$ cat config.mk
export PLATFORM = sky130hd
export DESIGN_NAME = socket_present_state_status
export DESIGN_NICKNAME = d
export VERILOG_FILES = /design/src/logic/sock_pkg.sv /design/src/logic/pin_sync.sv /design/src/logic/change_detect.sv /design/src/logic/socket_present_state_status.sv
export VERILOG_INCLUDE_DIRS = /design/src /design/src/logic
export SDC_FILE = /design/constraint.sdc
export NUM_CORES = 1
export LEC_CHECK = 0
export BUFFER_PORTS_ARGS = -buffer_cell sky130_fd_sc_hd__buf_4
export CORE_UTILIZATION = 45
export DETAILED_ROUTE_END_ITERATION = 10
export PLACE_DENSITY_LB_ADDON = 0.25
export RECOVER_POWER = 25
export SYNTH_ARGS = -nofsm -noshare
export SYNTH_HDL_FRONTEND = slang
export SYNTH_SLANG_ARGS = --single-unit
$ cat constraint.sdc
create_clock -name REF_CLK -period 3.85 [get_ports REF_CLK]
set_clock_uncertainty 0.15 [all_clocks]
set_input_delay 0.1925 -clock REF_CLK [delete_from_list [all_inputs] [get_ports REF_CLK]]
set_output_delay 0.1925 -clock REF_CLK [all_outputs]
set_load 0.1 [all_outputs]
$ cat src/logic/sock_defs.svh
`ifndef SOCK_DEFS_SVH
`define SOCK_DEFS_SVH

// Register byte offsets on the APB bus
`define OFS_EVENT 8'h00
`define OFS_MASK 8'h04
`define OFS_PRESENT 8'h08
`define OFS_FORCE 8'h0C

// Event and mask bit positions
`define EVT_W 4
`define EVT_PWR 3
`define EVT_CD_B 2
`define EVT_CD_A 1
`define EVT_STS 0

// Force register: re-interrogation request bit
`define FRC_RETEST 14

// Reserved span of the present-state register
`define RSVD_HI 27
`define RSVD_LO 14

// Reset values
`define CAP_RESET 4'h3
`define CD_RESET 2'h3
`define EVT_RESET 4'h0
`define MASK_RESET 4'h0
`define VOLT_RESET 4'h0

`endif

$ cat src/logic/sock_pkg.sv
// Types shared by the socket status block
package sock_pkg;

    // Layout of the present-state word, bit 31 first
    typedef struct packed {
        logic [3:0] socket_cap;      // Y.Y, X.X, 3.3, 5 volt supplies
        logic [13:0] rsvd;           // Always zero
        logic [3:0] card_volt;       // Y.Y, X.X, 3.3, 5 volt acceptance
        logic invalid_supply_request;
        logic removal_data_loss;
        logic unrecognised_card;
        logic card_irq_pin_level;
        logic wide_card_found;
        logic narrow_card_found;
        logic socket_power_state;
        logic detect_pin_b_level;
        logic detect_pin_a_level;
        logic status_change_pin_level;
    } present_s;

    // Result handed over by the card interrogation sequencer
    typedef struct packed {
        logic [3:0] card_volt;       // Supplies the card accepts
        logic unrecognised;          // Card could not be identified
        logic wide;                  // 32-bit card
        logic narrow;                // 16-bit card
    } interrog_s;

endpackage

$ cat src/logic/pin_sync.sv
`timescale 1ns/100ps
// Two-flop synchroniser for pin levels from outside the clock domain
module pin_sync #(
    parameter int WIDTH = 1,
    parameter logic [WIDTH-1:0] RESET_VAL = '0
) (
    // Clock and reset
    input wire logic clk,
    input wire logic nrst,
    // Asynchronous levels in, synchronised levels out
    input wire logic [WIDTH-1:0] async_in,
    output logic [WIDTH-1:0] sync_out
);
    logic [WIDTH-1:0] meta_ff; // First stage, read only by the second
    logic [WIDTH-1:0] sync_ff; // Second stage, safe to use

    // Refuse a width the logic cannot serve
    if (WIDTH < 1) begin : g_chk
        $error("pin_sync width must be at least one");
    end

    // Both stages clocked together
    always_ff @(posedge clk or negedge nrst) begin
        if (!nrst) begin
            meta_ff <= RESET_VAL;
            sync_ff <= RESET_VAL;
        end else begin
            meta_ff <= async_in;
            sync_ff <= meta_ff;
        end
    end

    assign sync_out = sync_ff;
endmodule // pin_sync

$ cat src/logic/change_detect.sv
`timescale 1ns/100ps
// Per-bit rising and falling edge detector on same-clock levels
module change_detect #(
    parameter int WIDTH = 1,
    parameter logic [WIDTH-1:0] RESET_VAL = '0
) (
    // Clock and reset
    input wire logic clk,
    input wire logic nrst,
    // Watched levels and their edges
    input wire logic [WIDTH-1:0] level,
    output logic [WIDTH-1:0] rise,
    output logic [WIDTH-1:0] fall
);
    logic [WIDTH-1:0] prev_ff; // Level seen one cycle ago

    // Refuse a width the logic cannot serve
    if (WIDTH < 1) begin : g_chk
        $error("change_detect width must be at least one");
    end

    // Remember the previous level
    always_ff @(posedge clk or negedge nrst) begin
        if (!nrst) begin
            prev_ff <= RESET_VAL;
        end else begin
            prev_ff <= level;
        end
    end

    // One edge detector per bit
    for (genvar i = 0; i < WIDTH; i++) begin : g_bit
        assign rise[i] = level[i] & ~prev_ff[i];
        assign fall[i] = ~level[i] & prev_ff[i];
    end
endmodule // change_detect

$ cat src/logic/socket_present_state_status.sv
`timescale 1ns/100ps
`include "sock_defs.svh"
// How it works
// - force-event writes update present-state bits
// - card voltage and type load only on insertion or force write
// - detect bits frozen during card identification
// - Y.Y and X.X supply bits reset 0
// - 3.3 and 5 volt supply bits reset 1
// - bits 27 to 14 read zero
// - bits 13..10 give card supply acceptance
// - bit 9 flags invalid supply request
// - bit 8 flags possible removal data loss
// - bit 7 flags unrecognised card until valid
// - bit 6 mirrors card interrupt pin
// - bits 5,4 give wide/narrow card type
// - bit 3 reports socket power state
// - bits 2,1 mirror both detect pins
// - bit 0 mirrors status-change pin
// - power, detect, status changes set events
// - wide cards rising edge, narrow both edges
// - force bits 31..28, 13..7 and 5,4 write matching present bits
module socket_present_state_status #(
    parameter int ADDR_W = 12
) (
    // Clock and reset
    input wire logic REF_CLK,
    input wire logic NRST,
    // APB slave
    input wire logic PSEL,
    input wire logic PENABLE,
    input wire logic PWRITE,
    input wire logic [ADDR_W-1:0] PADDR,
    input wire logic [31:0] PWDATA,
    output logic [31:0] PRDATA,
    output logic PREADY,
    output logic PSLVERR,
    // Card socket pins, asynchronous
    input wire logic DETECT_A_PIN,
    input wire logic DETECT_B_PIN,
    input wire logic STATUS_CHANGE_PIN,
    input wire logic CARD_IRQ_PIN,
    // Card interrogation sequencer
    input wire logic INTERROG_BUSY,
    input wire logic INTERROG_DONE,
    input wire sock_pkg::interrog_s INTERROG_RESULT,
    output logic REINTERROGATE,
    // Power switch side
    input wire logic SOCKET_POWERED,
    input wire logic INVALID_SUPPLY_REQ,
    input wire logic REMOVAL_LOSS,
    // Status change interrupt
    output logic IRQ
);
    import sock_pkg::*;

    // Refuse an address bus too narrow for the offsets
    if (ADDR_W < 8) begin : g_chk
        $error("ADDR_W must be at least 8");
    end

    // Address match against a register offset
    function automatic logic reg_hit(input logic [ADDR_W-1:0] a, input logic [7:0] o);
        return a == ADDR_W'(o);
    endfunction

    // Bus state
    logic pready_ff; // Answer strobe, one cycle
    logic pslverr_ff; // Unmapped address answer
    logic [31:0] prdata_ff; // Captured read data
    logic access; // Access phase present
    logic take; // Access completes this edge
    logic mapped; // Address decodes to a register
    logic force_wr; // Completed write to the force register
    logic mask_wr; // Completed write to the mask register
    logic event_rd; // Completed read of the event register
    logic [31:0] rd_mux; // Read data selected by address
    present_s fwr; // Write data seen in present layout

    // Present-state storage
    logic [3:0] cap_ff; // Socket supply capability
    logic [3:0] volt_ff; // Card supply acceptance
    logic bad_ff; // Invalid supply request seen
    logic loss_ff; // Removal may have lost data
    logic nocard_ff; // Unrecognised card inserted
    logic wide_ff; // 32-bit card found
    logic narrow_ff; // 16-bit card found
    logic power_ff; // Socket powered
    logic [1:0] cd_ff; // Detect levels, B then A
    present_s present; // Assembled register word

    // Synchronised pins and edges
    logic [3:0] pins; // Irq, detect B, detect A, status change
    logic [3:0] rise; // Rising edges of watched levels
    logic [3:0] fall; // Falling edges of watched levels

    // Event, mask and interrupt
    logic [3:0] event_ff; // Sticky event bits
    logic [3:0] mask_ff; // Interrupt enables
    logic [3:0] set_evt; // Hardware and forced sets
    logic [3:0] clr_evt; // Bits cleared by a read
    logic [3:0] nxt_event; // Next event value
    logic irq_ff; // Registered interrupt level
    logic retest_ff; // Re-interrogation request pulse

    // Pin synchroniser, reset to no card and idle pins
    pin_sync #(
        .WIDTH(4),
        .RESET_VAL({1'b0, `CD_RESET, 1'b0})
    ) u_pins (
        .clk(REF_CLK),
        .nrst(NRST),
        .async_in({CARD_IRQ_PIN, DETECT_B_PIN, DETECT_A_PIN, STATUS_CHANGE_PIN}),
        .sync_out(pins)
    );

    // Edge detector on power, detect and status-change levels
    change_detect #(
        .WIDTH(4),
        .RESET_VAL({1'b0, `CD_RESET, 1'b0})
    ) u_edges (
        .clk(REF_CLK),
        .nrst(NRST),
        .level({power_ff, cd_ff, pins[0]}),
        .rise(rise),
        .fall(fall)
    );

    // Bus decode
    assign access = PSEL & PENABLE;
    assign take = access & pready_ff;
    assign mapped = reg_hit(PADDR, `OFS_EVENT) | reg_hit(PADDR, `OFS_MASK)
                  | reg_hit(PADDR, `OFS_PRESENT) | reg_hit(PADDR, `OFS_FORCE);
    assign force_wr = take & PWRITE & reg_hit(PADDR, `OFS_FORCE);
    assign mask_wr = take & PWRITE & reg_hit(PADDR, `OFS_MASK);
    assign event_rd = take & ~PWRITE & reg_hit(PADDR, `OFS_EVENT);
    assign fwr = present_s'(PWDATA);

    // Present-state word
    always_comb begin
        present = '0;
        present.socket_cap = cap_ff;
        present.card_volt = volt_ff;
        present.invalid_supply_request = bad_ff;
        present.removal_data_loss = loss_ff;
        present.unrecognised_card = nocard_ff;
        present.card_irq_pin_level = pins[3];
        present.wide_card_found = wide_ff;
        present.narrow_card_found = narrow_ff;
        present.socket_power_state = power_ff;
        present.detect_pin_b_level = cd_ff[1];
        present.detect_pin_a_level = cd_ff[0];
        present.status_change_pin_level = pins[0];
    end

    // Read data mux, unmapped and write-only read zero
    always_comb begin
        rd_mux = 32'h00000000;
        if (reg_hit(PADDR, `OFS_EVENT)) begin
            rd_mux = {28'h0000000, event_ff};
        end else if (reg_hit(PADDR, `OFS_MASK)) begin
            rd_mux = {28'h0000000, mask_ff};
        end else if (reg_hit(PADDR, `OFS_PRESENT)) begin
            rd_mux = present;
        end
    end

    // Answer one cycle into the access phase
    always_ff @(posedge REF_CLK or negedge NRST) begin
        if (!NRST) begin
            pready_ff <= 1'b0;
            pslverr_ff <= 1'b0;
            prdata_ff <= 32'h00000000;
        end else begin
            pready_ff <= access & ~pready_ff;
            if (access & ~pready_ff) begin
                pslverr_ff <= ~mapped;
                prdata_ff <= PWRITE ? 32'h00000000 : rd_mux;
            end else begin
                pslverr_ff <= 1'b0;
            end
        end
    end

    // Socket supply capability, changed only by force writes
    always_ff @(posedge REF_CLK or negedge NRST) begin
        if (!NRST) begin
            cap_ff <= `CAP_RESET;
        end else if (force_wr) begin
            cap_ff <= fwr.socket_cap;
        end
    end

    // Card voltage and type, latched per insertion
    always_ff @(posedge REF_CLK or negedge NRST) begin
        if (!NRST) begin
            volt_ff <= `VOLT_RESET;
            wide_ff <= 1'b0;
            narrow_ff <= 1'b0;
        end else if (force_wr) begin
            volt_ff <= fwr.card_volt;
            wide_ff <= fwr.wide_card_found;
            narrow_ff <= fwr.narrow_card_found;
        end else if (INTERROG_DONE) begin
            volt_ff <= INTERROG_RESULT.card_volt;
            wide_ff <= INTERROG_RESULT.wide;
            narrow_ff <= INTERROG_RESULT.narrow;
        end
    end

    // Unrecognised card flag, held until the next identification
    always_ff @(posedge REF_CLK or negedge NRST) begin
        if (!NRST) begin
            nocard_ff <= 1'b0;
        end else if (force_wr) begin
            nocard_ff <= fwr.unrecognised_card;
        end else if (INTERROG_DONE) begin
            nocard_ff <= INTERROG_RESULT.unrecognised;
        end
    end

    // Error flags; a hardware set wins over a forced clear
    always_ff @(posedge REF_CLK or negedge NRST) begin
        if (!NRST) begin
            bad_ff <= 1'b0;
            loss_ff <= 1'b0;
        end else begin
            if (INVALID_SUPPLY_REQ) begin
                bad_ff <= 1'b1;
            end else if (force_wr) begin
                bad_ff <= fwr.invalid_supply_request;
            end
            if (REMOVAL_LOSS) begin
                loss_ff <= 1'b1;
            end else if (force_wr) begin
                loss_ff <= fwr.removal_data_loss;
            end
        end
    end

    // Power state and detect levels
    always_ff @(posedge REF_CLK or negedge NRST) begin
        if (!NRST) begin
            power_ff <= 1'b0;
            cd_ff <= `CD_RESET;
        end else begin
            power_ff <= SOCKET_POWERED;
            if (!INTERROG_BUSY) begin
                cd_ff <= pins[2:1];
            end
        end
    end

    // Event sets: both edges, but status change falling edge only while narrow_ff is set
    always_comb begin
        set_evt = rise | fall;
        set_evt[`EVT_STS] = rise[`EVT_STS] | (narrow_ff & fall[`EVT_STS]);
        if (force_wr) begin
            set_evt = set_evt | PWDATA[3:0];
        end
        clr_evt = event_rd ? prdata_ff[3:0] : 4'h0;
        nxt_event = (event_ff & ~clr_evt) | set_evt;
    end

    // Sticky events, cleared only for bits actually returned
    always_ff @(posedge REF_CLK or negedge NRST) begin
        if (!NRST) begin
            event_ff <= `EVT_RESET;
        end else begin
            event_ff <= nxt_event;
        end
    end

    // Mask register
    always_ff @(posedge REF_CLK or negedge NRST) begin
        if (!NRST) begin
            mask_ff <= `MASK_RESET;
        end else if (mask_wr) begin
            mask_ff <= PWDATA[3:0];
        end
    end

    // Interrupt level and re-interrogation pulse
    always_ff @(posedge REF_CLK or negedge NRST) begin
        if (!NRST) begin
            irq_ff <= 1'b0;
            retest_ff <= 1'b0;
        end else begin
            irq_ff <= |(event_ff & mask_ff);
            retest_ff <= force_wr & PWDATA[`FRC_RETEST];
        end
    end

    // Outputs straight from flops
    assign PRDATA = prdata_ff;
    assign PREADY = pready_ff;
    assign PSLVERR = pslverr_ff;
    assign IRQ = irq_ff;
    assign REINTERROGATE = retest_ff;
endmodule // socket_present_state_status

* Word-level counts from Yosys, hierarchy flattened
Cells that the tools add are included.
** Cells by class
- Bitwise operators :: 39
- Reductions and logical operators :: 5
- Equality and inequality tests :: 3
- Muxes and demuxes :: 19
** Operators with widths (number)
- 32-bit two-way mux :: 4
- 12-bit by 4-bit equality test with 1-bit output (second input constant) :: 2
- 1-bit bitwise AND :: 18
- 4-bit two-way mux :: 4
- 12-bit by 3-bit equality test with 1-bit output (second input constant) :: 1
- 12-bit logical NOT :: 1
- 4-bit bitwise OR :: 3
- 1-bit two-way mux :: 11
- 1-bit NOT :: 11
- 4-bit bitwise AND :: 2
- 2-bit nonzero test :: 3
- 4-bit NOT :: 1
- 1-bit bitwise OR :: 4
- 4-bit OR reduction :: 1
** Storage, ports and cells
- Output and inout bits :: 36
- Input port bits :: 65
- Register bits :: 72
- Logic and storage cells :: 85

* Longest topological paths before layout
Gate-level depths: netlist of the first run.
- Depth after elaboration :: 8
- Mapped depth :: 7
- Mapped depth without buffers :: 5

* Modules after synthesis
From an unflattened synthesis of the first run, not the netlist that was laid out.
** Second synthesis, totals
- Cells, all modules :: 195
- Area, all modules :: 2501.1 µm²
** Modules (own cells, without submodules)
- socket_present_state_status :: seq. area each 1156.1 µm², area each 2143.3 µm², cells an instance 175, instances 1
- pin_sync :: seq. area each 205.2 µm², area each 205.2 µm², cells an instance 8, instances 1
- change_detect :: seq. area each 102.6 µm², area each 152.6 µm², cells an instance 12, instances 1

* Least setup slack after synthesis of the first run
No wires, ideal clock.
- Path type :: reg2reg
- Start point :: reg pready_ff (netlist: PREADY)
- End point :: reg cap_ff[2]
- Clock period less this slack :: 2.419 ns
- Arrival :: 2.144 ns
- Cell stages (with the launch flop) :: 5
- Setup slack :: 1.431 ns
- Data required time :: 3.575 ns
- Setup time :: 0.125 ns
- Buffers on the path :: 1
- Cells stage by stage :: dfrtp_1 -> nand4_1 -> nor4_4 -> buf_6 -> mux2_2
** On the way
- Word-level cells in the longest chain between the ends :: 3
** RTL lines
- start: declaration :: line socket_present_state_status.sv:67 : logic pready_ff;
- start signal: assignment :: line socket_present_state_status.sv:174 : pready_ff <= access & ~pready_ff;
- 1-bit bitwise AND :: line socket_present_state_status.sv:130 : assign take = access & pready_ff;
- 1-bit bitwise AND (2 in series) :: line socket_present_state_status.sv:133 : assign force_wr = take & PWRITE & reg_hit(PADDR, `OFS_FORCE);
- end signal: assignment :: line socket_present_state_status.sv:187 : cap_ff <= `CAP_RESET;
- end signal: assignment :: line socket_present_state_status.sv:189 : cap_ff <= fwr.socket_cap;
- end: declaration :: line socket_present_state_status.sv:80 : logic [3:0] cap_ff;
No other way between the ends.
A chain may end at the register's enable or synchronous reset.

* Worst setup path in the final report of the first run
- Start point :: reg pready_ff (netlist: PREADY)
- End point :: reg bad_ff
** On the way
- Word-level cells in the longest chain between the ends :: 4
** RTL lines
- 1-bit bitwise AND :: line socket_present_state_status.sv:130
- 1-bit bitwise AND (2 in series) :: line socket_present_state_status.sv:133
- 2-bit nonzero test (no source line)
- end signal: assignment :: line socket_present_state_status.sv:230 : bad_ff <= fwr.invalid_supply_request;
- end: declaration :: line socket_present_state_status.sv:82 : logic bad_ff;
No other way between the ends.

==> results of run 1 <==
==> layout by cell type, fill, tap and decap left out, types with 5 or more instances in the layout <==
master / n
nor2_1: 5
conb_1: 14
clkbuf_4: 5
o21ai_0: 11
dlygate4sd3_1: 27
mux2i_1: 14
nand2_1: 20
clkbuf_8: 11
dfstp_2: 8
buf_4: 66
mux2_2: 9
a22o_1: 14
dfrtp_1: 48
==> power by group through the flow <==
stage          Combinational (mW)  Sequential [mW]  Clock, mW
2_1_floorplan               0.101            0.661          0
3_3_place_gp                0.160            0.654          0
3_5_place_dp                0.161            0.655          0
4_1_cts                     0.182            0.645      0.561
5_1_grt                     0.193            0.646      0.590
6_report                    0.179            0.644      0.553
==> area by class of cell <==
cell class                 instances  share of cell area [%]
clock buffer                      14                    4.74
clock inverter                     2                    1.02
inverter                           1                   0.109
multi-input combinational        124                    25.3
sequential                        58                    42.6
tap                               70                    2.55
timing repair buffer             100                    23.7
==> layer usage <==
layer	track usage (%)	share of wire, %
met4	8.64	1.3
met3	4.10	4.7
met1	24.6	45
met2	30.6	49
met5	0	0
==> worst max-delay path: stages (launching register included) <==
cell,delay [ns]
dfrtp_1,0.41
nand4_1,0.20
nor4_4,0.85
mux2i_1,0.27
nand2b_1,0.08
dlygate4sd3_1,0.58
==> cells by family (layout without fill, tap and decap cells) <==
| logic type | Yosys count | after routing |
|---|---|---|
| simple gates | 47 | 47 |
| buf+inv | 23 | 117 |
| other cells | 1 | 14 |
| mux | 24 | 24 |
| flops | 58 | 58 |
| xor+xnor | 3 | 3 |
| compound gates | 36 | 36 |
==> worst min path at each step <==
| stage | to | startpoint | depth (start not counted) |
|---|---|---|---|
| 4_1_cts | nocard_ff | INTERROG_RESULT[2] | 3 |
| 3_5_place_dp | u_pins.meta_ff[0] | NRST | 1 |
| 2_1_floorplan | IRQ | NRST | 0 |
| 6_report | nocard_ff | INTERROG_RESULT[2] | 3 |
| 3_3_place_gp | PRDATA[1] | NRST | 1 |
| 5_1_grt | volt_ff[1] | INTERROG_RESULT[4] | 3 |
==> state kept, by name, indices dropped and copies added (netlist names), 2 cells and up <==
| signal | flops |
|---|---|
| PRDATA | 18 |
| cap_ff | 4 |
| cd_ff | 2 |
| event_ff | 4 |
| mask_ff | 4 |
| u_edges.prev_ff | 4 |
| u_pins.meta_ff | 4 |
| u_pins.sync_out | 4 |
| volt_ff | 4 |
==> flow_summary.yaml, run 1 <==
status:
  outcome: "finished clean"
synth:
  synth_fa_ha_area_share_pct: 0
  synth_mux_area_share_pct: 10.3
  synth_simple_gate_area_share_pct: 11.4
  synth-seq-cells: 58
  syn_area_um2: 2440
  synth_ff_type: "dfrtp_1"
  synth_area_leaders: "dfrtp_1, dfstp_2, mux2i_1, a22o_1, buf_4"
  yosysTopAreaCell: "dfrtp_1"
  synth_compound_area_share_pct: 10.6
  ys_async_sr_fraction_pct: 100
  synth_cells: 192
  synth_most_common_cell: "dfrtp_1"
  synth_edf_count: 0
  ys_types: 37
  synth_top_family_by_area: "simple AND/OR/NAND/NOR gates"
  synth_top_area_share_pct: 49.2
  yosysSeqAreaShare_pct: 59.9
  ys_warn_count: 0
  avgSynthCellArea_um2: 12.7
  synthTopCellsByCount: "dfrtp_1, nand2_1, buf_4, a22o_1, mux2i_1"
  synth_xor_xnor_area_share_pct: 1.08
worst_setup_path:
  r2r_slack_ns: 1.19
  end_kind: "register"
  rr_endpoint: "bad_ff"
  crit_path_max_fanout: 16
  startpoint_type: "register"
  crit_type: "register to register"
  required_ns: 3.89
  worstSetupEndpoint: "bad_ff"
  worstReg2RegStart: "PREADY"
  crit_start: "PREADY"
  reg2regPathDepth: 5
  cp.arrival_ns: 2.70
timing:
  fmax_mhz: 376
  setup_viol: 0
  rsz0062_at_grt: "false"
  finalWorstSetupSlack_ns: 1.19
  timing.final.crit_share_pct: 69.1
  maxSlewViolCount: 0
  fin_setup_tns_ns: 0
  holdWs_ns: 0.0202
  fin_crit_ns: 2.66
  worst_slew_margin_rel_pct: 9.79
  worst_pin_slew_ns: 1.35
  hold_viol_final: 0
cells_and_area:
  diodes: 0
  layoutNonFillerInstCount: 369
  multi_input_area_um2: 868
  seq_area_um2: 1460
  fin_util_pct: 66.4
  fill_cells: 417
  fin_nets: 359
  finalInstanceArea_um2: 3430
  area_delta_synth_final_pct: 40.5
  drive_gt1_share_pct: 36.1
pwr:
  switching_share_pct: 25.0
  p_int_mw: 1.03
  combPwrFrac_pct: 13.0
  seqPwrFrac_pct: 46.8
  ir_drop_uv: 284
  power.share.clock_pct: 40.2
  p_per_area_nw_per_um2: 401
  total_power_mw: 1.38
  switching_power_mw: 0.344
  leakage_nw: 1.62
clocking:
  clkLatencyLatePin_ns: 0.32
  cts_sinks: 58
  root_buffer: "clkbuf_8"
  post_cts_resized: 0
  htreeDepth: 3
  cts_buffer_depth: 2
  cts_tree: "built"
  hold_buffers: 27
  numCtsBuffers: 9
  postCtsSetupRepairBufs: 0
  clkTransAtPathRegs_ns: 0.07
floorplan:
  start_util_pct: 47.2
  die_w_um: 75.7
  core_area_um2: 5170
  die_h_um: 75.7
  die-area_um2: 5730
  row_count: 26
  io_pins: 101
route:
  drt_iter0_markers: 69
  final_antenna_net_count: 0
  vias_per_cell: 4.90
  vias: 1807
  wl_per_cell_um: 13.7
  remaining_drc_errors: 0
  wirelength_um: 5070
  dr.pass1.iters: 4
grt:
  grt_max_degree: 59
  grt_pass1_wl_um: 7730
  grt_pass1_vias: 1702
  antenna_found_initial: 0
  track_usage_pct: 18.9
  overflow: 0
job:
  drv_cap: 0
placed_design:
  place_area_um2: 2970
  place.gp.congestion: 0.797
  post-place-ws_ns: 1.45
  port-buffer-count: 72
  place_inst: 326
  dp_hpwl_um: 3340
hold_path:
  hold_class: "primary input to register"
No activity file was read; power rests on OpenSTA's default activity.
==> inputs of run 2 (changes only) <==
--- a/config.mk
+++ b/config.mk
@@ -7,7 +7,7 @@
 export NUM_CORES = 1
 export LEC_CHECK = 0
 export BUFFER_PORTS_ARGS = -buffer_cell sky130_fd_sc_hd__buf_4
-export CORE_UTILIZATION = 45
+export CORE_UTILIZATION = 43
 export DETAILED_ROUTE_END_ITERATION = 10
 export PLACE_DENSITY_LB_ADDON = 0.25
 export RECOVER_POWER = 25
==> constraint.sdc (replaced) <==
create_clock -name REF_CLK -period 2.2 [get_ports REF_CLK]
set_clock_uncertainty 0.15 [all_clocks]
set_input_delay 0.11 -clock REF_CLK [delete_from_list [all_inputs] [get_ports REF_CLK]]
set_output_delay 0.11 -clock REF_CLK [all_outputs]
set_load 0.1 [all_outputs]
==> run 2 against run 1 <==
  * Sequential power is 75% higher
  * Count of clock-buffer cells in the layout is 2 higher
  * Cell count is 4.9% higher
  * Non-clock buffer count is 16 higher
  * Die area is 4.5% higher
  * Register-to-register slack worse by 1.1 ns
  * Critical path type unchanged
  * Largest cell class unchanged
==> flow_summary.yaml, run 2 (synthesis gave the netlist of run 1 again) <==
route:
  wirelength_um: 5200
  wl_per_cell_um: 13.4
  vias_per_cell: 4.89
  remaining_drc_errors: 0
  final_antenna_net_count: 0
  dr.pass1.iters: 4
  vias: 1894
  drt_iter0_markers: 70
timing:
  worst_pin_slew_ns: 1.38
  fmax_mhz: 484
  hold_viol_final: 0
  fin_crit_ns: 2.06
  setup_viol: 0
  maxSlewViolCount: 0
  timing.final.crit_share_pct: 93.9
  worst_slew_margin_rel_pct: 8.23
  fin_setup_tns_ns: 0
  rsz0062_at_grt: "false"
cells_and_area:
  fill_cells: 441
  largest_reg_flops: 18
  fin_nets: 375
  area_delta_synth_final_pct: 46.2
  final_cell_mix: "buf_4, dfrtp_1, dlygate4sd3_1, nand2_1"
  drive_gt1_share_pct: 35.9
  final_common_cell: "buf_4"
  diodes: 0
grt:
  antenna_found_initial: 0
  grt_pass1_wl_um: 8410
  track_usage_pct: 18.8
  overflow: 0
  grt_max_degree: 59
  grt_pass1_vias: 1881
pwr:
  p_int_mw: 1.72
  switching_power_mw: 0.604
  ir_drop_uv: 417
  combPwrFrac_pct: 14.9
  power.share.clock_pct: 36.7
  switching_share_pct: 26.0
  total_power_mw: 2.32
  p_per_area_nw_per_um2: 650
  leakage_nw: 1.69
  seqPwrFrac_pct: 48.5
worst_setup_path:
  cp.arrival_ns: 2.12
  crit_type: "register to register"
  startpoint_type: "register"
  required_ns: 2.26
  end_kind: "register"
  crit_path_max_fanout: 21
floorplan:
  start_util_pct: 44.4
  core_area_um2: 5510
  row_count: 27
  io_pins: 101
  die_w_um: 77.4
  die-area_um2: 5990
  die_h_um: 77.4
job:
  drv_cap: 0
placed_design:
  port-buffer-count: 72
  place.gp.congestion: 0.819
  dp_hpwl_um: 3390
clocking:
  numCtsBuffers: 9
  clkLatencyLatePin_ns: 0.33
  root_buffer: "clkbuf_8"
  cts_tree: "built"
  post_cts_resized: 0
  clkTransAtPathRegs_ns: 0.07
  cts_buffer_depth: 2
  htreeDepth: 3
  cts_sinks: 58
hold_path:
  hold_class: "primary input to register"
status:
  outcome: "finished clean"
[run 2: changes by cell type in the layout (fill, tap and decap cells not counted), sizes merged]
cell	change
clkinv	-1
buf	+6
clkbuf	+1
bufinv	-1
dlygate4sd3	+11
[run 2: worst max-delay path: stages (launching register included)]
cell	delay (ns)
dfrtp_2	0.39
nand4_1	0.18
nor4_4	0.35
buf_12	0.19
o21ai_0	0.09
dlygate4sd3_1	0.58
[run 2: final timing paths]
| path | start | to | slack, ns | cells after the start |
|---|---|---|---|---|
| min reg2reg | u_pins.meta_ff[3] | u_pins.sync_out[3] | 0.20 | 0 |
| max in group asynchronous | NRST | PREADY | 0.50 | 2 |
| max reg2reg | PREADY | wide_ff | 0.14 | 5 |
| min in group asynchronous | NRST | PRDATA[11] | 0.48 | 2 |
| max | PREADY | wide_ff | 0.14 | 5 |
| min | PENABLE | PSLVERR | 0.02 | 4 |
[run 2: metal layers]
metal  up-vias  part of all wire [%]  global-route usage, %
met5         -                     0                      0
met4         0                   2.8                   11.3
met3        12                   4.0                   3.65
met2        53                    48                   30.1
met1       926                    46                   23.6
li1        903                     -                      -
[run 2: power by group through the flow]
stage | Sequential [mW] | Clock (mW) | Combinational (mW)
after detailed placement | 1.15 | 0 | 0.286
after global placement | 1.14 | 0 | 0.283
final | 1.13 | 0.852 | 0.345
after floorplan | 1.16 | 0 | 0.178
after global routing | 1.13 | 0.922 | 0.369
after CTS | 1.13 | 0.876 | 0.348
[run 2: area by class of cell]
class	instances	area, um^2	share of cell area (%)
flip-flops and latches	58	1470	41.0
repair buffers	116	976	27.3
multi-input cells	124	868	24.3
clock buffers	16	170	4.76
well taps	72	90.1	2.52
inverters	1	3.75	0.105
[run 2: timing repair]
| item | 4_1_cts | 5_1_grt |
|---|---|---|
| hold endpoints to repair | 78 | 0 |
| hold buffers | 38 | 0 |
| setup endpoints to repair | 0 | 0 |
| buffers inserted | 0 | 0 |
[run 2: stage by stage]
| stage | cells | utilization, % | instance area [um^2] | setup WS [ns] | hold WS (ns) |
|---|---|---|---|---|---|
| floorplan | 205 | - | 2490 | 0.112 | -0.336 |
| global placement | 333 | 54.9 | 3030 | 0.266 | 0.0616 |
| detailed placement | 333 | 54.9 | 3030 | 0.258 | 0.0615 |
| CTS | 387 | 64.9 | 3580 | 0.146 | 0.0174 |
| global route | 387 | 64.9 | 3570 | 0.0274 | 0.0361 |
| finish | 387 | 64.9 | 3570 | 0.135 | 0.0234 |
